$ cat src/design/smd_pkg.sv
/*
  Constants, register map and shared types of the serial master unit.
  Assumes a 100 MHz system clock and a 32-bit classic Wishbone slave port.
*/
// Contract
// - Read-only count of transmit bytes taken in the last transaction.
// - List type 0 plain buffer, 1 stepped buffer mode; resets to 0.
// - Bit order 0 shifts high bit first, 1 low bit first.
// - Phase 0 samples leading, changes trailing; 1 the other way round.
// - Polarity 0 idles clock low, 1 idles high; config resets zero.
// - Fill byte sent after transmit limit when receive limit is larger.
// - Serial transfer begins about one microsecond after the start task.
// - One-hot rate field, 125 kbps up to 8 Mbps, resets to 250 kbps.
// - Transmit limit bounds bytes fetched from the transmit stream.
// - Receive limit bounds bytes delivered to the receive stream.
`default_nettype none

package smd_pkg;

  ////////////////////////////////////////////////////////////////////////////
  // Timing
  localparam int unsigned CLK_PERIOD_NS = 10;
  localparam int unsigned START_LAT_NS = 1000;
  localparam int unsigned START_LAT_CYC =
    (START_LAT_NS + CLK_PERIOD_NS - 1) / CLK_PERIOD_NS;
  localparam int unsigned MIN_SCK_PERIOD_NS = 125;
  localparam int unsigned MIN_HALF_CYC =
    (MIN_SCK_PERIOD_NS + 2 * CLK_PERIOD_NS - 1) / (2 * CLK_PERIOD_NS);
  // Bit period at the slowest rate; each higher rate bit halves it
  localparam int unsigned RATE_BASE_PERIOD_NS = 8000;
  localparam int unsigned RATE_STEPS = 7;

  ////////////////////////////////////////////////////////////////////////////
  // Register offsets (byte addresses)
  localparam logic [11:0] OFF_START = 12'h010;
  localparam logic [11:0] OFF_STATUS = 12'h400;
  localparam logic [11:0] OFF_RATE = 12'h524;
  localparam logic [11:0] OFF_RX_LIMIT = 12'h538;
  localparam logic [11:0] OFF_RX_AMOUNT = 12'h53c;
  localparam logic [11:0] OFF_TX_LIMIT = 12'h548;
  localparam logic [11:0] OFF_TX_AMOUNT = 12'h54c;
  localparam logic [11:0] OFF_LIST = 12'h550;
  localparam logic [11:0] OFF_CONFIG = 12'h554;
  localparam logic [11:0] OFF_FILL = 12'h5c0;

  ////////////////////////////////////////////////////////////////////////////
  // Fields and reset values
  localparam int unsigned CNT_W = 15;
  localparam int unsigned LIST_W = 2;
  localparam int unsigned CFG_W = 3;
  localparam int unsigned CFG_ORDER_BIT = 0;
  localparam int unsigned CFG_CPHA_BIT = 1;
  localparam int unsigned CFG_CPOL_BIT = 2;
  localparam int unsigned RATE_LSB = 25;
  localparam int unsigned START_BIT = 0;
  localparam int unsigned STAT_BUSY_BIT = 0;
  localparam logic [31:0] RATE_RESET = 32'h04000000;
  localparam logic [CFG_W-1:0] CFG_RESET = 3'h0;
  localparam logic [LIST_W-1:0] LIST_RESET = 2'h0;
  localparam logic [7:0] FILL_RESET = 8'h00;
  localparam logic [CNT_W-1:0] CNT_RESET = 15'h0000;

  ////////////////////////////////////////////////////////////////////////////
  // Types
  typedef enum logic [2:0] {
    SMD_IDLE,
    SMD_LATENCY,
    SMD_LOAD,
    SMD_SHIFT,
    SMD_DONE
  } smd_state_t;

  typedef struct packed {
    logic valid;
    logic [7:0] data;
  } smd_byte_t;

endpackage

`default_nettype wire

$ cat src/design/smd_byte_fifo.sv
/*
  Two-entry byte buffer with valid and ready on both sides.
  Assumes a single clock; read data come straight from storage flops.
*/
`timescale 1ns/1ns
`default_nettype none

module smd_byte_fifo #(
  parameter int unsigned WIDTH = 8
) (
  // Clock and reset
  input wire logic clk,
  input wire logic rst,
  // Filling side
  input wire logic in_valid,
  input wire logic [WIDTH-1:0] in_data,
  output logic in_ready,
  // Draining side
  output logic out_valid,
  output logic [WIDTH-1:0] out_data,
  input wire logic out_ready
);

  typedef struct packed {
    logic [1:0][WIDTH-1:0] mem;
    logic wr;
    logic rd;
    logic [1:0] count;
  } smd_fifo_st_t;

  smd_fifo_st_t fifo_r;
  smd_fifo_st_t fifo_nxt;
  logic push;
  logic pop;

  assign in_ready = (fifo_r.count != 2'h2);
  assign out_valid = (fifo_r.count != 2'h0);
  assign out_data = fifo_r.mem[fifo_r.rd];

  always_comb begin
    fifo_nxt = fifo_r;
    push = in_valid & in_ready;
    pop = out_valid & out_ready;
    if (push) begin
      fifo_nxt.mem[fifo_r.wr] = in_data;
      fifo_nxt.wr = ~fifo_r.wr;
    end
    if (pop) begin
      fifo_nxt.rd = ~fifo_r.rd;
    end
    if (push && !pop) begin
      fifo_nxt.count = fifo_r.count + 2'h1;
    end else if (pop && !push) begin
      fifo_nxt.count = fifo_r.count - 2'h1;
    end
  end

  always_ff @(posedge clk or posedge rst) begin
    if (rst) begin
      fifo_r <= '0;
    end else begin
      fifo_r <= fifo_nxt;
    end
  end

endmodule

`default_nettype wire

$ cat src/design/smd_core.sv
/*
  Serial master unit: Wishbone register file, transaction sequencer,
  serial clock generator and byte shifter.
  Assumes transmit bytes arrive on a valid/ready stream, received bytes
  leave through a two-entry buffer, and MISO is asynchronous to clk.
*/
// Added by the designer: the Wishbone register port.
`timescale 1ns/1ns
`default_nettype none

module smd_core (
  // Clock and reset
  input wire logic clk,
  input wire logic rst,
  // Wishbone slave
  input wire logic wb_cyc_i,
  input wire logic wb_stb_i,
  input wire logic wb_we_i,
  input wire logic [11:0] wb_adr_i,
  input wire logic [3:0] wb_sel_i,
  input wire logic [31:0] wb_dat_i,
  output logic [31:0] wb_dat_o,
  output logic wb_ack_o,
  // Transmit byte stream
  input wire logic tx_valid,
  input wire logic [7:0] tx_data,
  output logic tx_ready,
  // Receive byte stream
  output logic rx_valid,
  output logic [7:0] rx_data,
  input wire logic rx_ready,
  // Serial pins
  output logic spi_sck,
  output logic spi_mosi,
  output logic spi_cs_n,
  input wire logic spi_miso,
  // Status towards the buffer walker
  output logic stepped_buffer_mode,
  output logic busy
);

  typedef struct packed {
    smd_pkg::smd_state_t st;
    logic [15:0] tmr;
    logic [2:0] bit_idx;
    logic lead_done;
    logic [7:0] tx_sh;
    logic [7:0] rx_sh;
    logic [smd_pkg::CNT_W-1:0] byte_idx;
    logic [smd_pkg::CNT_W-1:0] tx_cnt;
    logic [smd_pkg::CNT_W-1:0] rx_cnt;
    logic sck;
    logic mosi;
    logic cs_n;
    smd_pkg::smd_byte_t push;
    logic [smd_pkg::CNT_W-1:0] tx_limit;
    logic [smd_pkg::CNT_W-1:0] rx_limit;
    logic [smd_pkg::CNT_W-1:0] tx_amount;
    logic [smd_pkg::CNT_W-1:0] rx_amount;
    logic [smd_pkg::LIST_W-1:0] list_type;
    logic [smd_pkg::CFG_W-1:0] cfg;
    logic [31:0] rate;
    logic [7:0] fill;
    logic ack;
    logic [31:0] rdata;
    logic [1:0] miso_sync;
  } smd_core_st_t;

  smd_core_st_t core_r;
  smd_core_st_t core_nxt;
  logic fifo_in_ready;

  ////////////////////////////////////////////////////////////////////////////
  // Helpers

  // Half bit period in clk cycles; no rate bit set falls back to slowest, several set bits take the fastest
  function automatic logic [15:0] half_cyc(input logic [31:0] rate);
    int unsigned ns;
    int unsigned cyc;
    ns = smd_pkg::RATE_BASE_PERIOD_NS;
    for (int k = 0; k < int'(smd_pkg::RATE_STEPS); k++) begin
      if (rate[smd_pkg::RATE_LSB + k]) begin
        ns = smd_pkg::RATE_BASE_PERIOD_NS >> k;
      end
    end
    cyc = (ns + 2 * smd_pkg::CLK_PERIOD_NS - 1) /
          (2 * smd_pkg::CLK_PERIOD_NS);
    if (cyc < smd_pkg::MIN_HALF_CYC) begin
      cyc = smd_pkg::MIN_HALF_CYC;
    end
    return cyc[15:0];
  endfunction

  // Position within the byte of bit number idx in shift order
  function automatic logic [2:0] bit_pos(input logic [2:0] idx,
                                         input logic lsb);
    return lsb ? idx : 3'h7 - idx;
  endfunction

  function automatic logic [31:0] merge(input logic [31:0] old_v,
                                        input logic [31:0] new_v,
                                        input logic [3:0] sel);
    logic [31:0] m;
    m = old_v;
    for (int b = 0; b < 4; b++) begin
      if (sel[b]) begin
        m[8*b +: 8] = new_v[8*b +: 8];
      end
    end
    return m;
  endfunction

  function automatic logic [smd_pkg::CNT_W-1:0] cnt_max(
      input logic [smd_pkg::CNT_W-1:0] a,
      input logic [smd_pkg::CNT_W-1:0] b);
    return (a > b) ? a : b;
  endfunction

  ////////////////////////////////////////////////////////////////////////////
  // Next state

  always_comb begin
    logic [15:0] half;
    logic cpha;
    logic cpol;
    logic lsb;
    logic miso;
    logic req;
    logic wr;
    logic start;
    logic go;
    logic [7:0] byte_v;
    logic [7:0] rx_new;
    logic [31:0] wv;
    half = half_cyc(core_r.rate);
    cpha = core_r.cfg[smd_pkg::CFG_CPHA_BIT];
    cpol = core_r.cfg[smd_pkg::CFG_CPOL_BIT];
    lsb = core_r.cfg[smd_pkg::CFG_ORDER_BIT];
    miso = core_r.miso_sync[1];
    req = wb_cyc_i & wb_stb_i;
    wr = req & core_r.ack & wb_we_i;
    start = wr && (wb_adr_i[11:2] == smd_pkg::OFF_START[11:2]) &&
            wb_sel_i[0] && wb_dat_i[smd_pkg::START_BIT];
    go = 1'b0;
    byte_v = core_r.fill;
    rx_new = core_r.rx_sh;
    wv = 32'h00000000;
    tx_ready = 1'b0;
    core_nxt = core_r;
    core_nxt.push.valid = 1'b0;
    core_nxt.miso_sync = {core_r.miso_sync[0], spi_miso};

    case (core_r.st)
      smd_pkg::SMD_IDLE: begin
        core_nxt.sck = cpol;
        if (start) begin
          core_nxt.st = smd_pkg::SMD_LATENCY;
          core_nxt.tmr = 16'(smd_pkg::START_LAT_CYC - 1);
          core_nxt.byte_idx = '0;
          core_nxt.tx_cnt = '0;
          core_nxt.rx_cnt = '0;
        end
      end
      smd_pkg::SMD_LATENCY: begin
        if (core_r.tmr != 16'h0000) begin
          core_nxt.tmr = core_r.tmr - 16'h0001;
        end else begin
          core_nxt.cs_n = 1'b0;
          core_nxt.st = smd_pkg::SMD_LOAD;
        end
      end
      smd_pkg::SMD_LOAD: begin
        // Waiting on a free buffer slot keeps a stalled reader lossless
        if (core_r.byte_idx >=
            cnt_max(core_r.tx_limit, core_r.rx_limit)) begin
          core_nxt.st = smd_pkg::SMD_DONE;
        end else if (!core_r.push.valid && fifo_in_ready) begin
          if (core_r.byte_idx < core_r.tx_limit) begin
            if (tx_valid) begin
              tx_ready = 1'b1;
              byte_v = tx_data;
              core_nxt.tx_cnt = core_r.tx_cnt + 1'b1;
              go = 1'b1;
            end
          end else begin
            byte_v = core_r.fill;
            go = 1'b1;
          end
        end
        if (go) begin
          core_nxt.tx_sh = byte_v;
          core_nxt.bit_idx = 3'h0;
          core_nxt.lead_done = 1'b0;
          core_nxt.tmr = half - 16'h0001;
          if (!cpha) begin
            core_nxt.mosi = byte_v[bit_pos(3'h0, lsb)];
          end
          core_nxt.st = smd_pkg::SMD_SHIFT;
        end
      end
      smd_pkg::SMD_SHIFT: begin
        if (core_r.tmr != 16'h0000) begin
          core_nxt.tmr = core_r.tmr - 16'h0001;
        end else begin
          core_nxt.tmr = half - 16'h0001;
          rx_new = core_r.rx_sh;
          rx_new[bit_pos(core_r.bit_idx, lsb)] = miso;
          if (!core_r.lead_done) begin
            core_nxt.sck = ~cpol;
            core_nxt.lead_done = 1'b1;
            if (cpha) begin
              core_nxt.mosi =
                core_r.tx_sh[bit_pos(core_r.bit_idx, lsb)];
            end else begin
              core_nxt.rx_sh = rx_new;
            end
          end else begin
            core_nxt.sck = cpol;
            core_nxt.lead_done = 1'b0;
            if (cpha) begin
              core_nxt.rx_sh = rx_new;
            end else begin
              rx_new = core_r.rx_sh;
            end
            if (core_r.bit_idx == 3'h7) begin
              if (core_r.byte_idx < core_r.rx_limit) begin
                core_nxt.push.valid = 1'b1;
                core_nxt.push.data = rx_new;
                core_nxt.rx_cnt = core_r.rx_cnt + 1'b1;
              end
              core_nxt.byte_idx = core_r.byte_idx + 1'b1;
              core_nxt.st = smd_pkg::SMD_LOAD;
            end else begin
              core_nxt.bit_idx = core_r.bit_idx + 3'h1;
              if (!cpha) begin
                core_nxt.mosi = core_r.tx_sh[
                  bit_pos(core_r.bit_idx + 3'h1, lsb)];
              end
            end
          end
        end
      end
      smd_pkg::SMD_DONE: begin
        core_nxt.cs_n = 1'b1;
        core_nxt.tx_amount = core_r.tx_cnt;
        core_nxt.rx_amount = core_r.rx_cnt;
        core_nxt.st = smd_pkg::SMD_IDLE;
      end
      default: begin
        core_nxt.st = smd_pkg::SMD_IDLE;
      end
    endcase

    //////////////////////////////////////////////////////////////////////////
    // Register port: one wait state, write lands on the acknowledged edge
    core_nxt.ack = req & ~core_r.ack;
    if (req && !core_r.ack) begin
      if (wb_adr_i[11:2] == smd_pkg::OFF_STATUS[11:2]) begin
        core_nxt.rdata = 32'h00000000;
        core_nxt.rdata[smd_pkg::STAT_BUSY_BIT] =
          (core_r.st != smd_pkg::SMD_IDLE);
      end else if (wb_adr_i[11:2] == smd_pkg::OFF_RATE[11:2]) begin
        core_nxt.rdata = core_r.rate;
      end else if (wb_adr_i[11:2] == smd_pkg::OFF_RX_LIMIT[11:2]) begin
        core_nxt.rdata = 32'(core_r.rx_limit);
      end else if (wb_adr_i[11:2] == smd_pkg::OFF_RX_AMOUNT[11:2]) begin
        core_nxt.rdata = 32'(core_r.rx_amount);
      end else if (wb_adr_i[11:2] == smd_pkg::OFF_TX_LIMIT[11:2]) begin
        core_nxt.rdata = 32'(core_r.tx_limit);
      end else if (wb_adr_i[11:2] == smd_pkg::OFF_TX_AMOUNT[11:2]) begin
        core_nxt.rdata = 32'(core_r.tx_amount);
      end else if (wb_adr_i[11:2] == smd_pkg::OFF_LIST[11:2]) begin
        core_nxt.rdata = 32'(core_r.list_type);
      end else if (wb_adr_i[11:2] == smd_pkg::OFF_CONFIG[11:2]) begin
        core_nxt.rdata = 32'(core_r.cfg);
      end else if (wb_adr_i[11:2] == smd_pkg::OFF_FILL[11:2]) begin
        core_nxt.rdata = 32'(core_r.fill);
      end else begin
        core_nxt.rdata = 32'h00000000;
      end
    end
    if (wr) begin
      if (wb_adr_i[11:2] == smd_pkg::OFF_RATE[11:2]) begin
        core_nxt.rate = merge(core_r.rate, wb_dat_i, wb_sel_i);
      end else if (wb_adr_i[11:2] == smd_pkg::OFF_RX_LIMIT[11:2]) begin
        wv = merge(32'(core_r.rx_limit), wb_dat_i, wb_sel_i);
        core_nxt.rx_limit = wv[smd_pkg::CNT_W-1:0];
      end else if (wb_adr_i[11:2] == smd_pkg::OFF_TX_LIMIT[11:2]) begin
        wv = merge(32'(core_r.tx_limit), wb_dat_i, wb_sel_i);
        core_nxt.tx_limit = wv[smd_pkg::CNT_W-1:0];
      end else if (wb_adr_i[11:2] == smd_pkg::OFF_LIST[11:2]) begin
        wv = merge(32'(core_r.list_type), wb_dat_i, wb_sel_i);
        core_nxt.list_type = wv[smd_pkg::LIST_W-1:0];
      end else if (wb_adr_i[11:2] == smd_pkg::OFF_CONFIG[11:2]) begin
        wv = merge(32'(core_r.cfg), wb_dat_i, wb_sel_i);
        core_nxt.cfg = wv[smd_pkg::CFG_W-1:0];
      end else if (wb_adr_i[11:2] == smd_pkg::OFF_FILL[11:2]) begin
        wv = merge(32'(core_r.fill), wb_dat_i, wb_sel_i);
        core_nxt.fill = wv[7:0];
      end
    end
  end

  ////////////////////////////////////////////////////////////////////////////
  // State register

  always_ff @(posedge clk or posedge rst) begin
    if (rst) begin
      core_r <= '0;
      core_r.st <= smd_pkg::SMD_IDLE;
      core_r.cs_n <= 1'b1;
      core_r.tx_limit <= smd_pkg::CNT_RESET;
      core_r.rx_limit <= smd_pkg::CNT_RESET;
      core_r.tx_amount <= smd_pkg::CNT_RESET;
      core_r.list_type <= smd_pkg::LIST_RESET;
      core_r.cfg <= smd_pkg::CFG_RESET;
      core_r.rate <= smd_pkg::RATE_RESET;
      core_r.fill <= smd_pkg::FILL_RESET;
    end else begin
      core_r <= core_nxt;
    end
  end

  ////////////////////////////////////////////////////////////////////////////
  // Receive buffer and outputs

  smd_byte_fifo #(
    .WIDTH(8)
  ) u_rx_fifo (
    .clk(clk),
    .rst(rst),
    .in_valid(core_r.push.valid),
    .in_data(core_r.push.data),
    .in_ready(fifo_in_ready),
    .out_valid(rx_valid),
    .out_data(rx_data),
    .out_ready(rx_ready)
  );

  assign wb_dat_o = core_r.rdata;
  assign wb_ack_o = core_r.ack;
  assign spi_sck = core_r.sck;
  assign spi_mosi = core_r.mosi;
  assign spi_cs_n = core_r.cs_n;
  assign stepped_buffer_mode = (core_r.list_type == 2'h1);
  assign busy = (core_r.st != smd_pkg::SMD_IDLE);

endmodule

`default_nettype wire

$ cat config.mk
export PLATFORM = sky130hd
export DESIGN_NAME = smd_core
export DESIGN_NICKNAME = d
export VERILOG_FILES = /design/src/design/smd_pkg.sv /design/src/design/smd_byte_fifo.sv /design/src/design/smd_core.sv
export SDC_FILE = /design/constraint.sdc
export NUM_CORES = 1
export LEC_CHECK = 0
export BUFFER_PORTS_ARGS = -buffer_cell sky130_fd_sc_hd__buf_4
export CELL_PAD_IN_SITES_DETAIL_PLACEMENT = 0
export CELL_PAD_IN_SITES_GLOBAL_PLACEMENT = 2
export CORE_AREA = 2 2 160 240
export DETAILED_ROUTE_END_ITERATION = 12
export DIE_AREA = 0 0 162 242
export GPL_TIMING_DRIVEN = 0
export HOLD_SLACK_MARGIN = 0.1
export PLACE_DENSITY = 0.8
export SETUP_SLACK_MARGIN = 0.5
export SYNTH_ARGS = -nofsm -noshare
export SYNTH_HDL_FRONTEND = slang
export SYNTH_HIERARCHICAL = 1
export SYNTH_SLANG_ARGS = --single-unit
$ cat constraint.sdc
create_clock -name clk -period 9.4 [get_ports clk]
set_input_delay 1.41 -clock clk [delete_from_list [all_inputs] [get_ports clk]]
set_output_delay 1.41 -clock clk [all_outputs]
set_load 0.005 [all_outputs]
# Yosys cells after proc, flatten, opt, wreduce, memory -nomap -nowiden

Index checks and enable logic that the tools add are counted.

Reduce and logical (&&, ||, !) cells: 47
Order comparisons: 12
Divide/modulo/power cells: 1
Bitwise operators: 16
$add $sub $neg: 12
Muxes and demuxes: 98
Eq/ne operators: 36

Operator list:

| cell                                                 | number |
|---|---|
| 2-to-1 mux 15 bit                                    | 15 |
| 2-to-1 mux 32 bit                                    | 7 |
| 2-to-1 mux 8 bit                                     | 14 |
| equality test 10 x 9 -> 1 bit, second input constant | 9 |
| case mux 16 bit (4 select lines)                     | 1 |
| case mux 15 bit (2 select lines)                     | 2 |
| 2-to-1 mux 16 bit                                    | 3 |
| adder 15 x 1 -> 15 bit, second input constant        | 3 |
| 2-to-1 mux 45 bit                                    | 1 |
| 2-to-1 mux 9 bit                                     | 5 |
| adder 32 x 5 -> 32 bit, second input constant        | 1 |
| divider 32 x 5 -> 32 bit, second input constant      | 1 |
| < comparator 32 x 3 -> 1 bit, second input constant  | 1 |
| case mux 16 bit (2 select lines)                     | 1 |
| subtractor 16 x 1 -> 16 bit, second input constant   | 2 |
| subtractor 32 x 1 -> 32 bit, second input constant   | 1 |
| 2-to-1 mux 31 bit                                    | 1 |
| < comparator 15 bit                                  | 2 |
| 2-to-1 mux 3 bit                                     | 10 |
| inequality test 2 bit, second input constant         | 15 |
| AND reduction 5 bit                                  | 5 |
| AND reduction 6 bit                                  | 4 |
| 2-to-1 mux 1 bit                                     | 20 |
| 2-to-1 mux 19 bit                                    | 1 |
| other kinds (43)                                     | 97 |

Word-level logic and storage cells: 257
Input port bits: 64
Output and inout bits: 48
Bits in registers: 256

# Logic depth before layout (Yosys ltp)

Depth in word-level cells: 14
Gate-level depth with buffers: 22

# By module

Netlist, hierarchy kept.

Modules (own cells, without submodules):

| module        | cells an instance | area an instance (µm²) | times used |
|---|---|---|---|
| smd_core      | 1368              | 13381.6                | 1 |
| smd_byte_fifo | 60                | 934.6                  | 1 |

# Worst setup path after synthesis

OpenSTA, ideal clock, no wires.

Kind: register to output
From: register core_r[111] in the netlist's numbering
To: output tx_ready
Stages on the path, launching flop included: 18
Data arrival time: 3.735 ns
Buffers on the path: 1
Setup slack: 4.255 ns
Cell sequence: dfrtp_1 -> inv_1 -> ha_1 -> nor2b_1 -> o21a_1 -> o21ai_0 -> a21oi_1 -> o211ai_1 -> a21boi_0 -> o21ai_1 -> buf_2 -> mux2i_1 -> ha_1 -> nand4_1 -> o21bai_1 -> a2111oi_1 -> nand2_1 -> nor4_1

Longest elaborated chain between the ends: 5

Ends and longest elaborated chain:

| what                                   | line            | text |
|---|---|---|
| start, declared                        | smd_core.sv:69  | `smd_core_st_t core_r;` |
| start signal, assigned                 | smd_core.sv:320 | `core_r <= core_nxt;` |
| greater-than comparator 15 bit         | smd_core.sv:116 | `return (a > b) ? a : b;` |
| 2-to-1 mux 15 bit (*)                  | smd_core.sv:116 |  |
| greater-or-equal comparator 15 bit (*) | smd_core.sv:174 | `if (core_r.byte_idx >=` |
| 2-to-1 mux 1 bit (*)                   | smd_core.sv:174 |  |
| 2-to-1 mux 1 bit (*)                   | smd_core.sv:153 | `case (core_r.st)` |
| end, declared                          | smd_core.sv:27  | `output logic tx_ready,` |

Every way passes the cells marked *; elsewhere a longest branch is shown, timed or not.

# Final worst setup path

Ends and elaborated chain as after synthesis.

==> results.md <==
* Cell variety after synth at 87
* Main flop type after synthesis: dfrtp_1
* ANT nets after route at 0
* Final routed DRC violation total at 0
* Post-synth EDFFs at 0
* FF-to-FF Start: core_r[111]
* Seq. cell area at 6410 µm²
* Vias per std cell at 5.52
* Worst VDD drop at 161 µV
* # port buffers at 108
* Max-cap violations at 1
* Total CTS buffers at 28
* Nets at 1,699
* Final worst path period share at 83.1%
* Total GRT Usage at 22.7%
* Sequential cell area fraction in the yosys report at 44.8%
* Clock transition at path regs at 0.06 ns
* Die W at 162 µm
* Type of origin of the critical path: flip-flop
* CTS Sinks at 256
* GPL Wtd Cong at 0.857
* Worst hold start: core_nxt[1]
* DP HPWL at 34,100 µm
* Hold Crit Endpoint: core_r[1]
* Worst R2R Path Depth at 21
* Hold_ws at 0.347 ns
* Fmax at 128 MHz
* Fill cell count at 3,610
* Pleak at 7.87 nW
* Cell Area, Synth at 14,300 µm²
* Root Buffer: clkbuf_16
* RSZ-0062 raised after global routing: no
* R2R Setup Slk at 2.84 ns
* First-pass GRT wire length at 69,200 µm
* Placement row count at 87
* Cts repair resizes at 0
* First-pass DRT Iterations at 5
* Area after DPL at 15,800 µm²
* Crit path max-delay cell type: a2111oi_1
* Total routed wirelength at 44,200 µm
* Area of the multi-input gates at 7170 µm²
* Synth Register Bits at 256
* CTS Buffer Depth at 3
* Crit path DAT at 6.40 ns
* Crit-path cells: inv_1 -> ha_1 -> nor2b_1 -> o21a_1 -> o21ai_0 -> a21oi_1 -> o211ai_1 -> a21boi_0 -> o21ai_1 -> buf_2 -> mux2i_1 -> ha_1 -> nand4_1 -> o21bai_1 -> a2111oi_1 -> nand2_1 -> nor4_1 -> buf_4
* # hold bufs at CTS at 0
* Max Slew Vio Count at 8
* Die Y at 242 µm
* CP most frequent cell: ha_1
* Slew HR at -2.03%
* Antenna violations before repair at 2
* Grt total ovfl at 0
* Async set or reset register ratio after synthesis at 100%
* CTS H-Tree Depth at 1
* Crit path buffers/inverters at 3
* Syn_nets at 1,559
* Clk_skew at 0.0152 ns
* Worst reg2reg endpoint: core_r[217]
* Initial Utilization at 38.5%
* Placed Instances at 2,027
* Area of the core at 37,200 µm²
* Syn_area_per_cell at 10.0 µm²
* I/O pin cnt at 112
* Min-delay worst type: flip-flop to flip-flop
* Synth-to-layout area growth at 17.0%
* Vias in the first global route at 11,675
* Cells on Worst Hold Path at 0
* DR WL/cell at 21.3 µm
* DR vias at 11,481
* Worst-Margin Slew at 1.52 ns
* Cell family with most CP delay: compound AO/OA/AOI/OAI gates
* Largest net degree at the start of global routing at 89
* Clk_lat worst skew at 0.56 ns
* Most frequent cells in the layout: dfrtp_1 (254), nand2_1 (143), buf_4 (140)
* Endpoints failing setup at 0
* CP peak stage delay at 0.89 ns
* Starting DRT DRC Count at 791
* Worst setup EP type: primary output
* Die ar. at 39,200 µm²
* Status: complete, but fails checks
* Cell count after synthesis at 1,428
* Layout cells sized above 1 at 22.1%
* Final std cell area, no fill at 16,700 µm²
* Failing checks: capacitance limit, slew limit
* Commonest non-fill, non-tap cell in the layout: dfrtp_1
* Crit path time final at 7.81 ns
* Crit Path Class: flip-flop to primary output
* Non-Filler Instances at 2,081
* Power Dens Cells at 181 nW/µm²
* CTS tree: built
* Worst Path Max Fanout at 10
* Setup Buffers After CTS at 0
* WP data required at 7.99 ns
* Final hold vios at 0
* Ys Warns at 6
==> per-layer routing <==
| layer | routed length, µm | track usage, % | up-vias |
|---|---|---|---|
| li1 | - | - | 5463 |
| met1 | 16900 | 25.7 | 5749 |
| met2 | 24500 | 43.5 | 199 |
| met3 | 1330 | 2.29 | 70 |
| met4 | 1530 | 8.17 | 0 |
| met5 | 0 | 0 | - |
==> final cells by class <==
cell class	instances	area share, %
well taps	489	3.65
repair buffers	110	5.17
flip-flops and latches	256	38.3
clock buffers	42	4.98
clock inverters	10	0.635
multi-input cells	1016	42.8
diodes	2	0.0299
plain buffers	97	3.06
inverters	59	1.37
==> state kept, by name (all words and copies together), names as in the netlist <==
signal / count
core_nxt: 1
core_r: 199
spi_cs_n: 1
spi_mosi: 1
spi_sck: 1
u_rx_fifo/fifo_r: 20
wb_ack_o: 1
wb_dat_o: 32
==> power by group <==
group / switching, W / internal [W]
clock network: 0.000467 / 0.000667
registers: 0.0000831 / 0.00118
logic: 0.000379 / 0.000252
total: 0.000930 / 0.00210
==> cells in the mapped netlist (16+ instances only) <==
master    count  share of area (%)
xnor2_1      16               0.98
a21oi_1      77                2.7
nand2_1     143                3.7
dfrtp_1     254                 44
inv_1        59                1.5
a222oi_1     20                1.4
mux2_2      102                8.0
ha_1         67                5.9
nor2_1       96                2.5
nand3_1      34                1.2
mux2i_1      35                2.4
buf_4        32                1.7
o21ai_0     119                4.2
nor3_1       17               0.59
clkbuf_1     47                1.2
==> worst max-delay path by stage <==
stage	slack (ns)	cells past startpoint	endpoint	from
2_1_floorplan	1.52	1	core_nxt[1]	rst
3_3_place_gp	-1.56	2	core_r[104]	rst
3_5_place_dp	2.17	18	tx_ready	core_r[111]
4_1_cts	1.54	18	tx_ready	core_r[111]
5_1_grt	1.24	18	tx_ready	core_r[111]
6_report	1.59	18	tx_ready	core_r[111]
==> metrics by stage <==
stage	setup WS, ns	util [%]	setup TNS [ns]	power (W)
after detailed placement	2.17	42.4	0	0.00192
final	1.59	45.0	0	0.00303
after CTS	1.54	45.0	0	0.00307
after global routing	1.24	45.0	0	0.00319
after global placement	-1.56	42.3	-361.29	0.00191
after floorplan	1.52	-	0	0.00171
==> logic make-up (layout without fill, tap and decap cells) <==
| family | after synthesis | in the layout | share of synthesized area [%] |
|---|---|---|---|
| xor gates and xnor gates | 29 | 29 | 1.77 |
| adders and majority gates | 67 | 67 | 5.86 |
| buffers and inverters | 156 | 318 | 5.13 |
| AOI/OAI and AO/OA | 349 | 349 | 15.8 |
| DFF | 256 | 256 | 44.8 |
| muxes | 148 | 148 | 11.8 |
| other | 0 | 2 | 0 |
| and+or+nand+nor | 423 | 423 | 14.9 |
Power figures use the tool's default switching activity.
